--- config.mk ---
export PLATFORM = sky130hd
export DESIGN_NAME = lmd_drive_ctrl
export DESIGN_NICKNAME = d
export VERILOG_FILES = /design/src/core/lmd_pkg.sv /design/src/core/lmd_sync3.sv /design/src/core/lmd_sample_timer.sv /design/src/core/lmd_drive_ctrl.sv
export SDC_FILE = /design/constraint.sdc
export NUM_CORES = 1
export LEC_CHECK = 0
export BUFFER_PORTS_ARGS = -buffer_cell sky130_fd_sc_hd__buf_2
export CORE_MARGIN = 2
export CORE_UTILIZATION = 60
export CTS_CLUSTER_SIZE = 24
export DETAILED_ROUTE_END_ITERATION = 8
export PLACE_DENSITY = 0.89
export SLEW_MARGIN = 20
export SYNTH_ARGS = -nofsm -noshare
export SYNTH_HDL_FRONTEND = slang
export SYNTH_SLANG_ARGS = --single-unit
--- constraint.sdc ---
create_clock -name i_mclk -period 3.3 [get_ports i_mclk]
set_clock_uncertainty 0.15 [all_clocks]
set_input_delay 0.165 -clock i_mclk [delete_from_list [all_inputs] [get_ports i_mclk]]
set_output_delay 0.165 -clock i_mclk [all_outputs]
set_load 0.05 [all_outputs]
--- src/core/lmd_pkg.sv ---
// constants for the led illumination drive control block
package lmd_pkg;
  // apb register byte offsets
  localparam logic [7:0] LMD_OFS_CTRL = 8'h00;
  localparam logic [7:0] LMD_OFS_STATUS = 8'h04;
  localparam logic [7:0] LMD_OFS_RED = 8'h08;
  localparam logic [7:0] LMD_OFS_GREEN = 8'h0C;
  localparam logic [7:0] LMD_OFS_BLUE = 8'h10;
  localparam logic [7:0] LMD_OFS_PULSE = 8'h14;
  localparam logic [7:0] LMD_OFS_SAMPLE = 8'h18;
  // control register fields
  localparam int LMD_CTRL_EN_BIT = 0;
  localparam int LMD_CTRL_MODE_BIT = 1;
  localparam logic [1:0] LMD_CTRL_RESET = 2'h0;
  // per-color register fields
  localparam int LMD_FB_LSB = 0;
  localparam int LMD_FB_W = 12;
  localparam int LMD_PEAK_CURRENT_LIMIT_DAC_LSB = 12;
  localparam int LMD_PEAK_CURRENT_LIMIT_DAC_W = 10;
  localparam int LMD_GAIN_LSB = 22;
  localparam int LMD_TRIM_LSB = 26;
  localparam int LMD_GT_W = 4;
  localparam int LMD_COLOR_W = 30;
  localparam logic [29:0] LMD_COLOR_RESET = 30'h0000_0000;
  // gain steps 0..13, trim codes 0..8 meaning 1.0 down to 0.2
  localparam logic [3:0] LMD_GAIN_MAX = 4'hD;
  localparam logic [3:0] LMD_TRIM_MAX = 4'h8;
  // pulse register fields
  localparam int LMD_PCNT_LSB = 0;
  localparam int LMD_PCNT_W = 6;
  localparam int LMD_POFF_LSB = 8;
  localparam int LMD_POFF_W = 8;
  localparam logic [15:0] LMD_PULSE_RESET = 16'h0401;
  // sample timer delay
  localparam int LMD_SDLY_W = 16;
  localparam logic [15:0] LMD_SDLY_RESET = 16'h0010;
  // color select code width and led channels
  localparam int LMD_CODE_W = 4;
  localparam int LMD_LED_N = 3;
  // discontinuous pulse mode states
  typedef enum logic [1:0] {
    LMD_DM_IDLE,
    LMD_DM_ON,
    LMD_DM_OFF,
    LMD_DM_DONE
  } lmd_dm_state_t;
endpackage

--- src/core/lmd_sync3.sv ---
// three flop input synchroniser with agreement filter
`timescale 1ns/100ps
module lmd_sync3 #(
  parameter int W = 1
) (
  input wire logic i_mclk,
  input wire logic i_reset_n,
  input wire logic [W-1:0] i_async,
  output logic [W-1:0] o_sync
);
  logic [W-1:0] s1_reg;
  logic [W-1:0] s2_reg;
  logic [W-1:0] s3_reg;

  // per bit: first flop feeds only the second one
  genvar g;
  generate
    for (g = 0; g < W; g++) begin : g_bit
      always_ff @(posedge i_mclk or negedge i_reset_n) begin
        if (!i_reset_n) begin
          s1_reg[g] <= 1'b0;
          s2_reg[g] <= 1'b0;
          s3_reg[g] <= 1'b0;
          o_sync[g] <= 1'b0;
        end else begin
          s1_reg[g] <= i_async[g];
          s2_reg[g] <= s1_reg[g];
          s3_reg[g] <= s2_reg[g];
          // a change counts only once the later stages agree
          if (s2_reg[g] == s3_reg[g]) begin
            o_sync[g] <= s3_reg[g];
          end
        end
      end
    end
  endgenerate
endmodule

--- src/core/lmd_sample_timer.sv ---
// hardware sample timer firing one adc conversion per slice
`timescale 1ns/100ps
module lmd_sample_timer
  import lmd_pkg::*;
(
  input wire logic i_mclk,
  input wire logic i_reset_n,
  input wire logic i_start,
  input wire logic [LMD_SDLY_W-1:0] i_delay,
  output logic o_fire
);
  logic [LMD_SDLY_W-1:0] cnt_reg;
  logic run_reg;

  // restart on every slice start, fire once when delay is reached
  always_ff @(posedge i_mclk or negedge i_reset_n) begin
    if (!i_reset_n) begin
      cnt_reg <= '0;
      run_reg <= 1'b0;
      o_fire <= 1'b0;
    end else begin
      o_fire <= 1'b0;
      if (i_start) begin
        cnt_reg <= '0;
        run_reg <= 1'b1;
      end else if (run_reg) begin
        if (cnt_reg == i_delay) begin
          run_reg <= 1'b0;
          o_fire <= 1'b1;
        end else begin
          cnt_reg <= cnt_reg + 1'b1;
        end
      end
    end
  end
endmodule

--- src/core/lmd_drive_ctrl.sv ---
// led illumination drive control with apb register slave
//
// Behaviour
// - continuous light mode and discontinuous pulse mode both supported
// - continuous mode: gate on while light is below dac reference
// - continuous mode: gate off promptly once light exceeds reference
// - hysteretic on/off cycling repeats while led circuit stays enabled
// - pulse mode: comparator crossing ends each light pulse
// - amp gain selectable in 14 steps plus per-color trim 1.0 to 0.2
// - 10-bit setting drives the peak current limit dac
// - drive off-time override and separate enable for buck controller
// - per-color parameters, active color's values muxed to analog
// - two shunt fet controls for blanking and pulse mode
// - sample timer triggers adc conversions at configurable times
// - output cap select low in continuous, high in pulse mode
// - continuous mode: short shunt held until peak current reached, then led enabled; pulse mode holds it for the whole charge
`timescale 1ns/100ps
module lmd_drive_ctrl
  import lmd_pkg::*;
(
  input wire logic i_mclk,
  input wire logic i_reset_n,
  // apb slave
  input wire logic i_psel,
  input wire logic i_penable,
  input wire logic i_pwrite,
  input wire logic [7:0] i_paddr,
  input wire logic [31:0] i_pwdata,
  output logic [31:0] o_prdata,
  output logic o_pready,
  output logic o_pslverr,
  // display controller requests
  input wire logic [LMD_CODE_W-1:0] i_color_select_code,
  input wire logic i_display_drive_request,
  input wire logic i_short_shunt_request,
  input wire logic i_dissipative_shunt_request,
  // analog feedback
  input wire logic i_light_below_ref,
  input wire logic i_peak_current_reached,
  // buck controller and fet drivers
  output logic o_buck_drive_gate,
  output logic o_buck_enable,
  output logic o_off_time_override,
  output logic [LMD_LED_N-1:0] o_led_fet,
  output logic o_short_shunt,
  output logic o_dissipative_shunt,
  output logic o_output_cap_select,
  // analog settings of the active color and the adc convert strobe
  output logic [LMD_FB_W-1:0] o_feedback_dac,
  output logic [LMD_PEAK_CURRENT_LIMIT_DAC_W-1:0] o_peak_current_limit_dac,
  output logic [LMD_GT_W-1:0] o_primary_photo_amp_gain,
  output logic [LMD_GT_W-1:0] o_primary_photo_amp_trim,
  output logic o_adc_convert
);
  logic [1:0] ctrl_reg;
  logic [LMD_COLOR_W-1:0] color_reg [LMD_LED_N];
  logic [15:0] pulse_reg;
  logic [LMD_SDLY_W-1:0] sdly_reg;
  logic [7:0] sync_in;
  logic [7:0] sync_q;
  logic [LMD_CODE_W-1:0] code;
  logic drv_req;
  logic short_req;
  logic diss_req;
  logic comp_below;
  logic peak_hit;
  logic drv_req_reg;
  logic peak_done_reg;
  logic slice_start;
  logic enable;
  logic dm_mode;
  logic active;
  logic [LMD_COLOR_W-1:0] sel_next;
  logic gate_next;
  lmd_dm_state_t dm_state_reg;
  logic [LMD_PCNT_W-1:0] pcnt_reg;
  logic [LMD_POFF_W-1:0] poff_reg;
  logic apb_acc;
  logic adc_fire;
  logic [LMD_GT_W-1:0] gain_raw;
  logic [LMD_GT_W-1:0] trim_raw;

  // all display controller and analog inputs cross in from outside
  assign sync_in = {i_color_select_code, i_display_drive_request,
    i_short_shunt_request, i_dissipative_shunt_request,
    i_light_below_ref};
  lmd_sync3 #(.W(8)) u_sync (
    .i_mclk(i_mclk),
    .i_reset_n(i_reset_n),
    .i_async(sync_in),
    .o_sync(sync_q)
  );
  // second input group, kept separate so peak detect has its own filter
  lmd_sync3 #(.W(1)) u_sync_peak (
    .i_mclk(i_mclk),
    .i_reset_n(i_reset_n),
    .i_async(i_peak_current_reached),
    .o_sync(peak_hit)
  );
  assign code = sync_q[7:4];
  assign drv_req = sync_q[3];
  assign short_req = sync_q[2];
  assign diss_req = sync_q[1];
  assign comp_below = sync_q[0];
  assign enable = ctrl_reg[LMD_CTRL_EN_BIT];
  assign dm_mode = ctrl_reg[LMD_CTRL_MODE_BIT];
  // no led selected means nothing to light
  assign active = enable && drv_req && (code[LMD_LED_N-1:0] != '0);

  // apb: zero wait state, every access done in its access phase
  assign apb_acc = i_psel && i_penable;
  always_ff @(posedge i_mclk or negedge i_reset_n) begin
    if (!i_reset_n) begin
      ctrl_reg <= LMD_CTRL_RESET;
      color_reg <= '{default: LMD_COLOR_RESET};
      pulse_reg <= LMD_PULSE_RESET;
      sdly_reg <= LMD_SDLY_RESET;
    end else if (apb_acc && i_pwrite) begin
      unique case (i_paddr)
        LMD_OFS_CTRL: ctrl_reg <= i_pwdata[1:0];
        LMD_OFS_RED: color_reg[0] <= i_pwdata[LMD_COLOR_W-1:0];
        LMD_OFS_GREEN: color_reg[1] <= i_pwdata[LMD_COLOR_W-1:0];
        LMD_OFS_BLUE: color_reg[2] <= i_pwdata[LMD_COLOR_W-1:0];
        LMD_OFS_PULSE: pulse_reg <= i_pwdata[15:0];
        LMD_OFS_SAMPLE: sdly_reg <= i_pwdata[LMD_SDLY_W-1:0];
        default: ;
      endcase
    end
  end

  // read data and error; unmapped addresses answer with pslverr
  always_ff @(posedge i_mclk or negedge i_reset_n) begin
    if (!i_reset_n) begin
      o_prdata <= 32'h0000_0000;
      o_pready <= 1'b0;
      o_pslverr <= 1'b0;
    end else begin
      o_pready <= i_psel && !i_penable;
      o_pslverr <= 1'b0;
      o_prdata <= 32'h0000_0000;
      if (i_psel && !i_penable) begin
        unique case (i_paddr)
          LMD_OFS_CTRL: o_prdata <= {30'h0000_0000, ctrl_reg};
          LMD_OFS_STATUS: o_prdata <= {24'h00_0000, code,
            (dm_state_reg != LMD_DM_IDLE), o_buck_drive_gate,
            comp_below, peak_done_reg};
          LMD_OFS_RED: o_prdata <= {2'h0, color_reg[0]};
          LMD_OFS_GREEN: o_prdata <= {2'h0, color_reg[1]};
          LMD_OFS_BLUE: o_prdata <= {2'h0, color_reg[2]};
          LMD_OFS_PULSE: o_prdata <= {16'h0000, pulse_reg};
          LMD_OFS_SAMPLE: o_prdata <= {16'h0000, sdly_reg};
          default: o_pslverr <= 1'b1;
        endcase
      end
    end
  end

  // select the active color's parameters straight from the synced code
  always_comb begin
    sel_next = LMD_COLOR_RESET;
    for (int c = 0; c < LMD_LED_N; c++) begin
      if (code[c]) begin
        sel_next = color_reg[c];
      end
    end
  end
  assign gain_raw = sel_next[LMD_GAIN_LSB +: LMD_GT_W];
  assign trim_raw = sel_next[LMD_TRIM_LSB +: LMD_GT_W];

  // analog settings registered in the same cycle as the led fets
  always_ff @(posedge i_mclk or negedge i_reset_n) begin
    if (!i_reset_n) begin
      o_feedback_dac <= '0;
      o_peak_current_limit_dac <= '0;
      o_primary_photo_amp_gain <= '0;
      o_primary_photo_amp_trim <= '0;
    end else begin
      o_feedback_dac <= sel_next[LMD_FB_LSB +: LMD_FB_W];
      o_peak_current_limit_dac <=
        sel_next[LMD_PEAK_CURRENT_LIMIT_DAC_LSB +: LMD_PEAK_CURRENT_LIMIT_DAC_W];
      // out-of-range codes clamp rather than wrap the gain
      o_primary_photo_amp_gain <= (gain_raw > LMD_GAIN_MAX) ?
        LMD_GAIN_MAX : gain_raw;
      o_primary_photo_amp_trim <= (trim_raw > LMD_TRIM_MAX) ?
        LMD_TRIM_MAX : trim_raw;
    end
  end

  // peak current latch for the charging phase; set wins over clear
  always_ff @(posedge i_mclk or negedge i_reset_n) begin
    if (!i_reset_n) begin
      peak_done_reg <= 1'b0;
    end else if (short_req && peak_hit) begin
      peak_done_reg <= 1'b1;
    end else if (!short_req) begin
      peak_done_reg <= 1'b0;
    end
  end

  // slice start edge for the sample timer only
  always_ff @(posedge i_mclk or negedge i_reset_n) begin
    if (!i_reset_n) begin
      drv_req_reg <= 1'b0;
    end else begin
      drv_req_reg <= drv_req;
    end
  end
  assign slice_start = drv_req && !drv_req_reg;

  // pulse mode sequencer: pulses end on the comparator crossing
  always_ff @(posedge i_mclk or negedge i_reset_n) begin
    if (!i_reset_n) begin
      dm_state_reg <= LMD_DM_IDLE;
      pcnt_reg <= '0;
      poff_reg <= '0;
    end else if (!dm_mode || !active) begin
      dm_state_reg <= LMD_DM_IDLE;
    end else begin
      unique case (dm_state_reg)
        LMD_DM_IDLE: begin
          pcnt_reg <= pulse_reg[LMD_PCNT_LSB +: LMD_PCNT_W];
          dm_state_reg <= LMD_DM_ON;
        end
        LMD_DM_ON: begin
          if (!comp_below) begin
            dm_state_reg <= LMD_DM_OFF;
            pcnt_reg <= pcnt_reg - 1'b1;
            poff_reg <= pulse_reg[LMD_POFF_LSB +: LMD_POFF_W];
          end
        end
        LMD_DM_OFF: begin
          if (poff_reg != '0) begin
            poff_reg <= poff_reg - 1'b1;
          end else if (pcnt_reg != '0) begin
            dm_state_reg <= LMD_DM_ON;
          end else begin
            dm_state_reg <= LMD_DM_DONE;
          end
        end
        LMD_DM_DONE: ;
      endcase
    end
  end

  // gate decision; dissipative phase keeps the buck off
  always_comb begin
    gate_next = 1'b0;
    if (!active || diss_req) begin
      gate_next = 1'b0;
    end else if (dm_mode) begin
      gate_next = (dm_state_reg == LMD_DM_ON) && comp_below;
    end else if (short_req && !peak_done_reg) begin
      gate_next = 1'b1;
    end else begin
      // plain follower: cycles on/off as long as enabled
      gate_next = comp_below;
    end
  end

  // buck, shunt and led fet outputs, all registered
  always_ff @(posedge i_mclk or negedge i_reset_n) begin
    if (!i_reset_n) begin
      o_buck_drive_gate <= 1'b0;
      o_buck_enable <= 1'b0;
      o_off_time_override <= 1'b0;
      o_short_shunt <= 1'b0;
      o_dissipative_shunt <= 1'b0;
      o_led_fet <= '0;
      o_output_cap_select <= 1'b0;
    end else begin
      o_buck_drive_gate <= gate_next;
      o_buck_enable <= enable;
      // hold the external off timer between discrete pulses
      o_off_time_override <= dm_mode && active &&
        (dm_state_reg == LMD_DM_OFF);
      o_short_shunt <= enable && short_req &&
        (dm_mode || !peak_done_reg);
      o_dissipative_shunt <= enable && diss_req;
      // led lit once the shunts have let go, or in pulse mode with the short shunt still on
      o_led_fet <= (enable && drv_req && !diss_req &&
        (!short_req || peak_done_reg || dm_mode)) ?
        code[LMD_LED_N-1:0] : '0;
      o_output_cap_select <= dm_mode;
    end
  end

  // adc conversions timed from each slice start
  lmd_sample_timer u_timer (
    .i_mclk(i_mclk),
    .i_reset_n(i_reset_n),
    .i_start(slice_start && enable),
    .i_delay(sdly_reg),
    .o_fire(adc_fire)
  );
  always_ff @(posedge i_mclk or negedge i_reset_n) begin
    if (!i_reset_n) begin
      o_adc_convert <= 1'b0;
    end else begin
      o_adc_convert <= adc_fire;
    end
  end
endmodule

-- After elaboration in Yosys (flattened, before gate mapping)
Index checks and enable logic that the tools add are counted.
- register bits after elaboration: 270
- input port bits: 54
- output and inout bits: 74
- logic and storage cells: 179
- add/sub/neg operators: 3
- $lt $le $gt $ge: 2
- equality and inequality tests: 24
- muxes and demuxes: 34
- bitwise gates (word level): 1
- reductions and logical operators: 50
- operators by type and width (kind ; number):
    case mux 30 bit (7 select lines) ; 1
    2-to-1 mux 30 bit ; 4
    2-to-1 mux 16 bit ; 3
    == test 8 x 5 -> 1 bit, second input constant ; 3
    logical AND 1 bit ; 17
    adder 16 x 1 -> 16 bit, second input constant ; 1
    == test 16 bit ; 1
    == test 8 x 4 -> 1 bit, second input constant ; 2
    2-to-1 mux 8 bit ; 2
    case mux 8 bit (2 select lines) ; 1
    AND reduction 2 bit ; 7
    2-to-1 mux 1 bit ; 13
    case mux 6 bit (2 select lines) ; 1
    == test 1 bit ; 9
    == test 8 x 3 -> 1 bit, second input constant ; 1
    greater-than comparator 4 bit, second input constant ; 2
    logical NOT 8 bit ; 1
    2-to-1 mux 2 bit ; 4
    2-to-1 mux 4 bit ; 2
    nonzero test 2 bit ; 4
    nonzero test 8 bit ; 1
    subtractor 8 x 1 -> 8 bit, second input constant ; 1
    logical NOT 1 bit ; 7
    OR reduction 7 bit ; 1
    other kinds (17) ; 25

-- Logic depth before layout (Yosys ltp)
Gate-level depths: netlist of the first run.
- word-level depth: 6
- mapped depth: 9
- depth with buffers taken out: 7

-- By module
Synthesis of the first run repeated with hierarchy kept, for this count alone.
- cell total of the unflattened synthesis: 1001
- area, all modules: 11873.9 µm²
- by module, submodules not included (module ; instances ; cells an instance ; area an instance (µm²) ; seq. area each (µm²)):
    lmd_drive_ctrl ; 1 ; 836 ; 9753.1 ; 5358.9
    lmd_sample_timer ; 1 ; 120 ; 1118.6 ; 450.4
    lmd_sync3 (u_sync) ; 1 ; 40 ; 890.9 ; 800.8
    lmd_sync3 (u_sync_peak) ; 1 ; 5 ; 111.4 ; 100.1

-- Least setup slack after synthesis of the first run
OpenSTA, ideal clock, no wires.
- path type: reg-to-reg
- from: reg dm_state_reg[0]
- to: reg poff_reg[4]
- setup time: 0.129 ns
- data arrival time: 1.725 ns
- data required time: 3.021 ns
- slack: 1.297 ns
- stages on the path, launching flop included: 10
- buffers on the path: 2
- period minus slack after synthesis: 2.003 ns
- path through: dfrtp_1 > inv_1 > ha_1 > buf_2 > clkinv_1 > mux2i_1 > nand3_1 > buf_2 > o21ai_0 > o21ai_0
- longest elaborated chain between the ends: 3
- elaborated cells on any way between the ends: 7
- classes of those cells: 4 x eq/ne; 1 x mux; 2 x reduce/logical
- RTL lines (item ; RTL line ; text):
    start: declaration ; lmd_drive_ctrl.sv:75 ; lmd_dm_state_t dm_state_reg;
    start signal: assignment ; lmd_drive_ctrl.sv:213 ; dm_state_reg <= LMD_DM_IDLE;
    start signal: assignment ; lmd_drive_ctrl.sv:217 ; dm_state_reg <= LMD_DM_IDLE;
    start signal: assignment ; lmd_drive_ctrl.sv:222 ; dm_state_reg <= LMD_DM_ON;
    == test 2 bit / == test 2 x 1 -> 1 bit (equally long branches) ; lmd_drive_ctrl.sv:219 ; unique case (dm_state_reg)
    inequality test 2 bit (no source line) / nonzero test 2 bit (equally long branches) ; - ;
    AND reduction 4 bit (no source line) ; - ;
    end signal: assignment ; lmd_drive_ctrl.sv:228 ; poff_reg <= pulse_reg[LMD_POFF_LSB +: LMD_POFF_W];
    end signal: assignment ; lmd_drive_ctrl.sv:233 ; poff_reg <= poff_reg - 1'b1;
    end: declaration ; lmd_drive_ctrl.sv:77 ; logic [LMD_POFF_W-1:0] poff_reg;
Parallel ways exist; a longest one is shown, timed or not.
A chain may end at the register's enable or synchronous reset.

-- Final worst setup path of the first run
- from: in i_paddr[5]
- to: reg ctrl_reg[1]
- longest elaborated chain between the ends: 2
- RTL lines (item ; RTL line ; text):
    start: declaration ; lmd_drive_ctrl.sv:27 ; input wire logic [7:0] i_paddr,
    logical NOT 8 bit ; lmd_drive_ctrl.sv:119 ; unique case (i_paddr)
    AND reduction 2 bit (no source line) ; - ;
    end signal: assignment ; lmd_drive_ctrl.sv:120 ; LMD_OFS_CTRL: ctrl_reg <= i_pwdata[1:0];
    end: declaration ; lmd_drive_ctrl.sv:55 ; logic [1:0] ctrl_reg;
No other way between the ends.

==> results of run 1 <==
==> worst paths after layout <==
path / cells after the start / to / startpoint
setup / recovery: 8 / ctrl_reg[1] / i_paddr[5]
hold / removal: 2 / o_buck_enable / i_reset_n
setup reg to reg: 5 / poff_reg[7] / poff_reg[3]
hold reg to reg: 0 / u_sync.s2_reg[0] / u_sync.s1_reg[0]
max in group asynchronous: 3 / o_primary_photo_amp_trim[1] / i_reset_n
min in group i_mclk: 3 / o_pslverr / i_paddr[3]
==> power groups by stage <==
stage | Combinational [mW] | Sequential (mW) | Clock, mW
6_report | 0.450 | 3.40 | 3.08
5_1_grt | 0.477 | 3.40 | 3.21
4_1_cts | 0.432 | 3.39 | 3.07
3_5_place_dp | 0.380 | 3.45 | 0
3_3_place_gp | 0.369 | 3.45 | 0
2_1_floorplan | 0.180 | 3.47 | 0
==> area by class of cell <==
class	count	area, um2	share of cell area [%]
clock buffers	41	788.3	5.653
inverters	20	75.07	0.5384
well taps	260	325.3	2.333
flip-flops and latches	268	6713	48.14
repair buffers	199	1366	9.799
clock inverters	8	97.59	0.6999
multi-input cells	656	4578	32.83
==> logic make-up (layout without fill, tap and decap cells) <==
family          Yosys count  after routing  synth area share [%]
simple gates            258            258                 10.69
mux                     147            147                 14.09
flops                   268            268                 57.65
other cells               1              2               0.03222
xor+xnor                 16             16                 1.204
compound gates          216            216                 11.49
buf+inv                  80            268                 3.204
fa+ha+maj                17             17                 1.634
==> placed cells by master, fill, tap and decap left out, types with 7 or more instances in the layout <==
cell and instances:
o21ai_0 52, maj3_1 9, mux2_1 15, buf_4 20, and2_1 9, dfrtp_1 263, ha_1 8, nand3_1 11
xor2_1 16, inv_1 17, buf_2 122, nand2_1 86, nor2_1 78, nor3_1 11, o22ai_1 7, a22o_1 8
a21oi_1 78, clkbuf_16 27, mux2_2 120, dlygate4sd3_1 53, or3_1 8, a222oi_1 8, a22oi_1 33, mux2i_1 12
nor4_1 9, clkbuf_1 8
==> critical path: stages <==
cell           delay, ps
dlygate4sd3_1        530
buf_2                140
nor3_2               390
nand3_2              270
nor3_1               510
nand4_1              200
dlygate4sd3_1        640
mux2_2               300
==> layer usage <==
metal / up-vias / share of wire (%)
met4: 0 / 5.7
met5: - / 0
met1: 4591 / 37
met3: 178 / 8.9
li1: 3899 / -
met2: 679 / 49
==> metrics.yaml, run 1 <==
synth.area.top_cells: "dfrtp_1 57%, mux2_2 12%, a21oi_1 3.4%, nand2_1 2.8%, nor2_1 2.5%"
reg2reg_slack_ps: 550
crit_fanout: 5
switchingPower_mw: 1.642
max_freq_ghz: 0.3504
cts_resized: 0
dpl_cell_area_um2: 12530
via_count: 9347
min_path_type: "primary input to async pin"
placementRows: 50
dp_cells: 1350
cap_violations: 0
timing.hold.ws_ps: 58.82
grtUsageMet2_pct: 53.74
power_density_nw_per_um2: 496.8
setup_violations: 0
yosysTopAreaCell: "dfrtp_1"
min_period_ps: 2854
io_pins: 128
initialDrtViolationCount: 975
slew_headroom_pct: 38.47
grt_pass1_vias: 9574
clk_latency_ps: 550
clock_path_buffers: 3
n_antenna_cell: 0
seq_area_frac_synth_pct: 57.65
combPwrFrac_pct: 6.5
grt_first_pass_wirelength_um: 51140
peakVddDrop_v: 0.0004074
root_buffer: "clkbuf_16"
yosysMostFrequentCell: "dfrtp_1"
place.gp.congestion: 0.8302
die-width_um: 143.3
final_util_pct: 73.80
initial_core_util_pct: 61.60
first_pass_iters: 5
synth_area_um2: 11640
cts.sink_count: 268
drc: 0
cts_made_buffers: 27
crit_path_start_kind: "primary input"
synth_top_flop_cell: "dfrtp_1"
rsz0062_at_grt: "false"
crit_arrival_ps: 3140
drive_gt1_share_pct: 27.52
cts_hold_buf: 53
post-dp-hpwl_um: 18460
yosys.area.top_type_share_pct: 56.98
status: "finished, final reports clean"
worst_slack_ps: 445.8
grt_max_degree: 87
total_power_mw: 6.927
track_usage_pct: 32.34
numPortBuffers: 123
switching_share_pct: 23.70
instances_no_fill: 1452
worstSetupPathType: "primary input to register"
synth_edf_count: 0
die-area_um2: 20530
antenna_found_initial: 0
cts.htree.levels: 1
synth-async-reset-ratio_pct: 100.0
end_kind: "register"
cts_tree: "built"
synth.distinct_cells: 63
required_ps: 3580
ant_nets: 0
postSynthAreaPerCell_um2: 11.60
post-place-ws_ps: 696.7
fillers: 1162
grt_overflow: 0
met3_usage_pct: 6.506
chipHeight_um: 143.3
synth_common_cells: "265 x dfrtp_1, 120 x mux2_2, 86 x nand2_1"
largest_reg_flops: 90
power.internal_mw: 5.286
ys_warn_count: 0
routedWlPerCell_um: 22.91
synthCells: 1003
area_growth_pct: 19.80
period_share_pct: 86.49
seqPwrFrac_pct: 49.0
core_um2: 18890
grtUsageMet1_pct: 39.94
postCtsSetupBuffers: 0
grt_busiest_layer: "met2"
p_clk_share_pct: 44.5
final_nets: 1234
p_leak_nw: 6.694
final_cell_area_um2: 13940
ys_ff_latch: 268
routed_wl_um: 33270
worstMarginPinSlew_ps: 915.9
hold_viol: 0
vias_per_cell: 6.437
fin_tns_setup_ps: 0
drv_slew: 0
path_clk_slew_ps: 60
Power figures use the tool's default switching activity.
==> run 2: changes to the inputs <==
--- a/config.mk
+++ b/config.mk
@@ -6,11 +6,11 @@
 export NUM_CORES = 1
 export LEC_CHECK = 0
 export BUFFER_PORTS_ARGS = -buffer_cell sky130_fd_sc_hd__buf_2
-export CORE_MARGIN = 2
 export CORE_UTILIZATION = 60
 export CTS_CLUSTER_SIZE = 24
 export DETAILED_ROUTE_END_ITERATION = 8
 export PLACE_DENSITY = 0.89
+export RECOVER_POWER = 25
 export SLEW_MARGIN = 20
 export SYNTH_ARGS = -nofsm -noshare
 export SYNTH_HDL_FRONTEND = slang
==> constraint.sdc (replaced) <==
create_clock -name i_mclk -period 3.3 [get_ports i_mclk]
set_clock_uncertainty 0.15 [all_clocks]
set_input_delay 0.165 -clock i_mclk [delete_from_list [all_inputs] [get_ports i_mclk]]
set_output_delay 0.165 -clock i_mclk [all_outputs]
set_load 0.01 [all_outputs]
==> metrics.yaml, run 2 (synthesized netlist as in run 1, its figures left out) <==
crit_top_cell: "dlygate4sd3_1"
post-dp-hpwl_um: 18160  # -1.6%
numPortBuffers: 123  # unchanged
postCtsSetupBuffers: 0  # unchanged
die-area_um2: 19960  # -2.8%
first_pass_iters: 7  # +2
io_pins: 128  # unchanged
crit_arrival_ps: 3350  # +210 ps
top_layer_used: "met4"
placementRows: 50  # unchanged
crit_chain: "dlygate4sd3_1 > buf_2 > nor3_2 > dlygate4sd3_1 > nand2_2 > nor4_4 > buf_4 > mux2_1"
path_clk_slew_ps: 70  # about the same
crit_fanout: 10  # +5
peakVddDrop_v: 0.0004389  # +7.7%
wl_met1_um: 11920  # -2.2%
core_um2: 18830  # -0.33%
slowest_delay_ps: 720  # +80 ps
worstMarginPinSlew_ps: 2384  # +1468 ps
ant_nets: 0  # unchanged
grt_pass1_vias: 9479  # -0.99%
layout_commonest_cell: "dfrtp_1"
clk_latency_ps: 550  # about the same
wl_met2_um: 15140  # -6.7%
min_path_type: "primary input to register"
grt_overflow: 0  # unchanged
cap_violations: 1  # +1
crit_path_start_kind: "primary input"
drive_gt1_share_pct: 27.53  # about the same
largest_reg_flops: 90  # unchanged
initial_core_util_pct: 61.81  # +0.20 points
n_antenna_cell: 0  # unchanged
worstSetupPathType: "primary input to register"
fin_tns_setup_ps: 0  # unchanged
min_period_ps: 3069  # +214.4 ps
via_count: 9143  # -2.2%
slew_headroom_pct: -58.93  # -97 points
p_leak_nw: 6.698  # about the same
startpoint: "i_paddr[7]"
root_buffer: "clkbuf_16"
final_cell_mix: "263 x dfrtp_1, 120 x mux2_2, 119 x buf_2"
final_nets: 1237  # +0.24%
final_cell_area_um2: 13940  # about the same
crit_end: "pulse_reg[14]"
dp_cells: 1353  # +0.22%
wl_met3_um: 2709  # -8.2%
reg2reg_slack_ps: 510  # -40 ps
routed_wl_um: 31140  # -6.4%
grt_max_degree: 100  # +15%
cts.htree.levels: 1  # unchanged
clock_path_buffers: 3  # unchanged
chipHeight_um: 141.3  # -1.4%
track_usage_pct: 32.13  # -0.21 points
reg2regPathDepth: 6  # +1
initialDrtViolationCount: 1041  # +6.8%
cts.sink_count: 268  # unchanged
max_freq_ghz: 0.3259  # -7.0%
hold_viol: 0  # unchanged
fillers: 1119  # -3.7%
die-width_um: 141.3  # -1.4%
area_growth_pct: 19.79  # about the same
place.gp.congestion: 0.8233  # -0.83%
end_kind: "register"
cp.depth: 8  # unchanged
cts_made_buffers: 27  # unchanged
vias_per_cell: 6.284  # -2.4%
dpl_cell_area_um2: 12540  # about the same
violations: "capacitance limit, slew limit"
final_util_pct: 74.04  # +0.24 points
drc: 0  # unchanged
cp_num_buf_inv: 4  # +1
routedWlPerCell_um: 21.40  # -6.6%
instances_no_fill: 1455  # +0.21%
grt_first_pass_wirelength_um: 49600  # -3.0%
period_share_pct: 92.99  # +6.5 points
power_density_nw_per_um2: 493.2  # -0.73%
reg2reg_to: "poff_reg[4]"
crit_family: "buffers and inverters"
antenna_found_initial: 0  # unchanged
rsz0062_at_grt: "false"
required_ps: 3580  # about the same
regArea_um2: 6713  # unchanged
drv_slew: 99  # +99
critical_path.reg2reg.startpoint: "dm_state_reg[1]"
setup_violations: 0  # unchanged
multi_input_area_um2: 4578  # unchanged
status: "complete, but fails checks"
total_power_mw: 6.876  # -0.74%
cts_tree: "built"
cpMaxStageDelayCell: "dlygate4sd3_1"
## run 2: tightest hold or removal path, cell delays in order
cell     delay, ps
buf_2          260
a31oi_1        270
nor2b_1         70
## run 2: worst min path at each step
stage / endpoint / start / slack [ps] / cells past startpoint
floorplan: color_reg[0] / i_reset_n / -280 / 0
global placement: o_primary_photo_amp_gain[1] / i_reset_n / 80 / 1
detailed placement: o_primary_photo_amp_gain[2] / i_reset_n / 90 / 1
CTS: o_pslverr / i_paddr[3] / 80 / 3
global route: u_sync.s1_reg[3] / i_display_drive_request / 120 / 2
finish: o_pslverr / i_paddr[3] / 110 / 3
## run 2: cell type report
class / instances / share of cell area, %
clock buffers: 39 / 5.528
multi-input cells: 656 / 32.84
well taps: 260 / 2.333
repair buffers: 202 / 9.773
clock inverters: 10 / 0.8436
inverters: 20 / 0.5385
flip-flops and latches: 268 / 48.15
## run 2: per-stage QoR
step / setup slack [ps] / hold slack [ps]
2_1_floorplan: 1297 / -280.6
3_3_place_gp: 716.1 / 79.85
3_5_place_dp: 697.3 / 87.03
4_1_cts: 346.7 / 79.08
5_1_grt: 117.3 / 117.3
6_report: 231.4 / 107.8
## run 2: power breakdown
group	leakage [nW]	switching, mW	total (mW)	internal, mW
combinational	2.62	0.265	0.404	0.139
clock	0.439	1.28	3.07	1.78
sequential	3.64	0.0580	3.41	3.35
## run 2: repair_timing
action	4_1_cts	5_1_grt
hold endpoints to repair	233	0
resized for setup	0	0
hold buffers	53	0
## run 2: metal layers
layer / up-vias / global-route usage, %
met2: 564 / 53.15
met3: 125 / 6.345
met4: 0 / 17.05
met1: 4539 / 40.28
met5: - / 0
li1: 3915 / -
==> run 3: changes to the inputs <==
--- a/config.mk
+++ b/config.mk
@@ -5,9 +5,10 @@
 export SDC_FILE = /design/constraint.sdc
 export NUM_CORES = 1
 export LEC_CHECK = 0
+export ABC_AREA = 1
 export BUFFER_PORTS_ARGS = -buffer_cell sky130_fd_sc_hd__buf_2
 export CORE_UTILIZATION = 60
-export CTS_CLUSTER_SIZE = 24
+export CTS_CLUSTER_SIZE = 16
 export DETAILED_ROUTE_END_ITERATION = 8
 export PLACE_DENSITY = 0.89
 export RECOVER_POWER = 25
==> metrics.yaml, run 3 <==
status: "finished, final reports clean"
final_cell_mix: "423 x nand2_1, 265 x dfrtp_1, 120 x buf_2"
vias_per_cell: 5.717  # -9.0%
worst_slack_ps: 893.4  # +662.0 ps
synth.area.top_cells: "dfrtp_1 55%, nand2_1 13%, o21ai_0 4.8%, inv_1 3.5%, nor2_1 3.2%"
routed_wl_um: 31070  # -0.22%
synth.distinct_cells: 48  # -24%
reg2regPathDepth: 8  # +2
yosysTopAreaCell: "dfrtp_1"
post-dp-hpwl_um: 19000  # +4.6%
cap_violations: 0  # -1
min_path_type: "primary input to register"
seq_area_frac_synth_pct: 56.00  # -1.6 points
synth_area_um2: 11980  # +2.9%
clock_path_buffers: 3  # unchanged
instances_no_fill: 1804  # +24%
drive_gt1_share_pct: 15.92  # -12 points
hold_viol: 0  # unchanged
peakVddDrop_v: 0.0004112  # -6.3%
crit_top_cell: "nand2_4"
crit_family: "simple AND/OR/NAND/NOR gates"
cts_tree: "built"
path_clk_slew_ps: 60  # about the same
setup_violations: 0  # unchanged
rsz0062_at_grt: "false"
grt_first_pass_wirelength_um: 49690  # +0.18%
worstSetupPathType: "primary input to register"
combPwrFrac_pct: 5.9  # about the same
routedWlPerCell_um: 17.22  # -20%
dpl_cell_area_um2: 12690  # +1.2%
via_count: 10310  # +13%
cts.sink_count: 268  # unchanged
p_clk_share_pct: 46.2  # +1.6 points
cp.depth: 9  # +1
cp_num_buf_inv: 4  # unchanged
ys_ff_latch: 268  # unchanged
n_antenna_cell: 0  # unchanged
switchingPower_mw: 1.606  # about the same
clk_latency_ps: 550  # about the same
layout_commonest_cell: "nand2_1"
chipHeight_um: 143.3  # +1.4%
required_ps: 3550  # -30 ps
core_um2: 19530  # +3.7%
slowest_delay_ps: 520  # -200 ps
die-area_um2: 20540  # +2.9%
final_nets: 1580  # +28%
post-place-ws_ps: 526.8  # -170.4 ps
p_leak_nw: 7.080  # +5.7%
initialDrtViolationCount: 1071  # +2.9%
reg2reg_slack_ps: 940  # +430 ps
period_share_pct: 72.93  # -20 points
placementRows: 51  # +2.0%
grt_max_degree: 89  # -11%
yosysMostFrequentCell: "nand2_1"
cts.htree.levels: 1  # unchanged
largest_reg_flops: 90  # unchanged
yosys.area.top_type_share_pct: 55.35  # -1.6 points
postSynthAreaPerCell_um2: 8.739  # -25%
crit_chain: "dlygate4sd3_1 > buf_2 > inv_2 > nor3_4 > nand2_4 > inv_6 > nand2_4 > nand2_1 > o21ai_2"
first_pass_iters: 5  # -2
crit_path_start_kind: "primary input"
root_buffer: "clkbuf_16"
io_pins: 128  # unchanged
synthCells: 1371  # +37%
max_freq_ghz: 0.4155  # +28%
worstMarginPinSlew_ps: 904.7  # -1479 ps
drv_slew: 0  # -100%
cts_made_buffers: 27  # unchanged
crit_fanout: 60  # +50
power.internal_mw: 5.506  # +4.5%
synth_edf_count: 0  # unchanged
antenna_found_initial: 0  # unchanged
switching_share_pct: 22.58  # -0.76 points
slew_headroom_pct: 39.69  # +99 points
initial_core_util_pct: 61.36  # -0.45 points
fin_tns_setup_ps: 0  # unchanged
hold_path_depth: 5  # +2
cts_resized: 0  # unchanged
ant_nets: 0  # unchanged
die-width_um: 143.3  # +1.4%
dp_cells: 1710  # +26%
numPortBuffers: 123  # unchanged
synth_common_cells: "423 x nand2_1, 265 x dfrtp_1, 115 x o21ai_0"
min_period_ps: 2407  # -662.0 ps
cpMaxStageDelayCell: "dlygate4sd3_1"
synth-async-reset-ratio_pct: 100.0  # unchanged
seqPwrFrac_pct: 48.0  # -1.5 points
power_density_nw_per_um2: 504.4  # +2.3%
grt_pass1_vias: 10090  # +6.4%
crit_arrival_ps: 2660  # -690 ps
drc: 0  # unchanged
area_growth_pct: 17.69
grt_overflow: 0  # unchanged
end_kind: "register"
final_cell_area_um2: 14100  # +1.1%
synth_top_flop_cell: "dfrtp_1"
ys_warn_count: 0  # unchanged
track_usage_pct: 31.25  # -0.88 points
place.gp.congestion: 0.9285  # +13%
-- run 3: changes by cell type in the layout (fill, tap and decap cells not counted), moves of 12 or more --
cell	previous run	this run
o21ai_2	0	30
mux2i_1	12	0
nand3_1	11	70
a21oi_1	78	25
nand2_1	86	423
mux2_2	120	0
o21ai_1	0	39
inv_1	17	113
buf_4	24	8
mux2_1	15	0
a22oi_1	33	21
o21ai_0	52	115
nor2_1	78	103
-- run 3: cells by family after synthesis --
| family | after synthesis | share of synthesized area [%] |
|---|---|---|
| other | 1 | 0.03130 |
| xor gates and xnor gates | 11 | 0.8041 |
| buffers and inverters | 186 | 6.976 |
| DFF | 268 | 56.00 |
| and+or+nand+nor | 634 | 21.94 |
| AOI/OAI and AO/OA | 254 | 12.66 |
| adders and majority gates | 17 | 1.587 |
-- run 3: worst register-to-register path, delay by kind of cell (launching register included) --
kind	cells	cell delay (ps)
flops	1	370
simple gates	4	690
compound gates	1	210
fa+ha+maj	1	400
buf+inv	2	450
-- run 3: power groups by stage --
stage,combinational (mW),sequential [mW],clock (mW)
after detailed placement,0.367,3.47,0
after floorplan,0.177,3.46,0
after CTS,0.415,3.41,3.30
after global placement,0.360,3.46,0
final,0.418,3.41,3.28
after global routing,0.462,3.41,3.43
-- run 3: per-layer routing --
metal / vias up / wire length [um] / share of wire [%] / GRT usage, %
met5: - / 0 / 0 / 0
met4: 0 / 1266 / 4.1 / 15.29
met3: 110 / 2865 / 9.2 / 5.065
met2: 630 / 14800 / 48 / 50.71
met1: 4874 / 12140 / 39 / 41.26
li1: 4699 / - / - / -
-- run 3: final timing paths --
path                                  start          endpoint
setup / recovery                 i_paddr[3]     color_reg[53]
hold / removal                   i_paddr[0]         o_pslverr
setup reg to reg            dm_state_reg[0]       poff_reg[2]
hold reg to reg            u_sync.s1_reg[1]  u_sync.s2_reg[1]
max in group asynchronous         i_reset_n      o_prdata[27]
min in group asynchronous         i_reset_n     o_short_shunt
-- run 3: stage by stage --
stage                     total power, mW  utilization [%]  hold slack [ps]
final                               7.112            72.22            28.43
after global placement              3.823            64.98           -56.50
after detailed placement            3.833            64.98           -57.37
after global routing                7.303            72.22            101.9
after floorplan                     3.640                -           -280.6
after CTS                           7.126            72.24            8.095
-- run 3: layout make-up --
| type | count | area [um2] |
|---|---|---|
| flip-flops and latches | 268 | 6710 |
| fillers | 1378 | 5425 |
| multi-input cells | 918 | 4449 |
| repair buffers | 177 | 1170 |
| clock buffers | 38 | 767.0 |
| inverters | 126 | 480.5 |
| well taps | 265 | 331.6 |
| clock inverters | 12 | 192.7 |
-- run 3: what timing repair did --
action                                 in CTS  in global routing
hold buffers                               44                  0
buffers inserted                            0                  0
endpoints found under the hold margin     412                  0
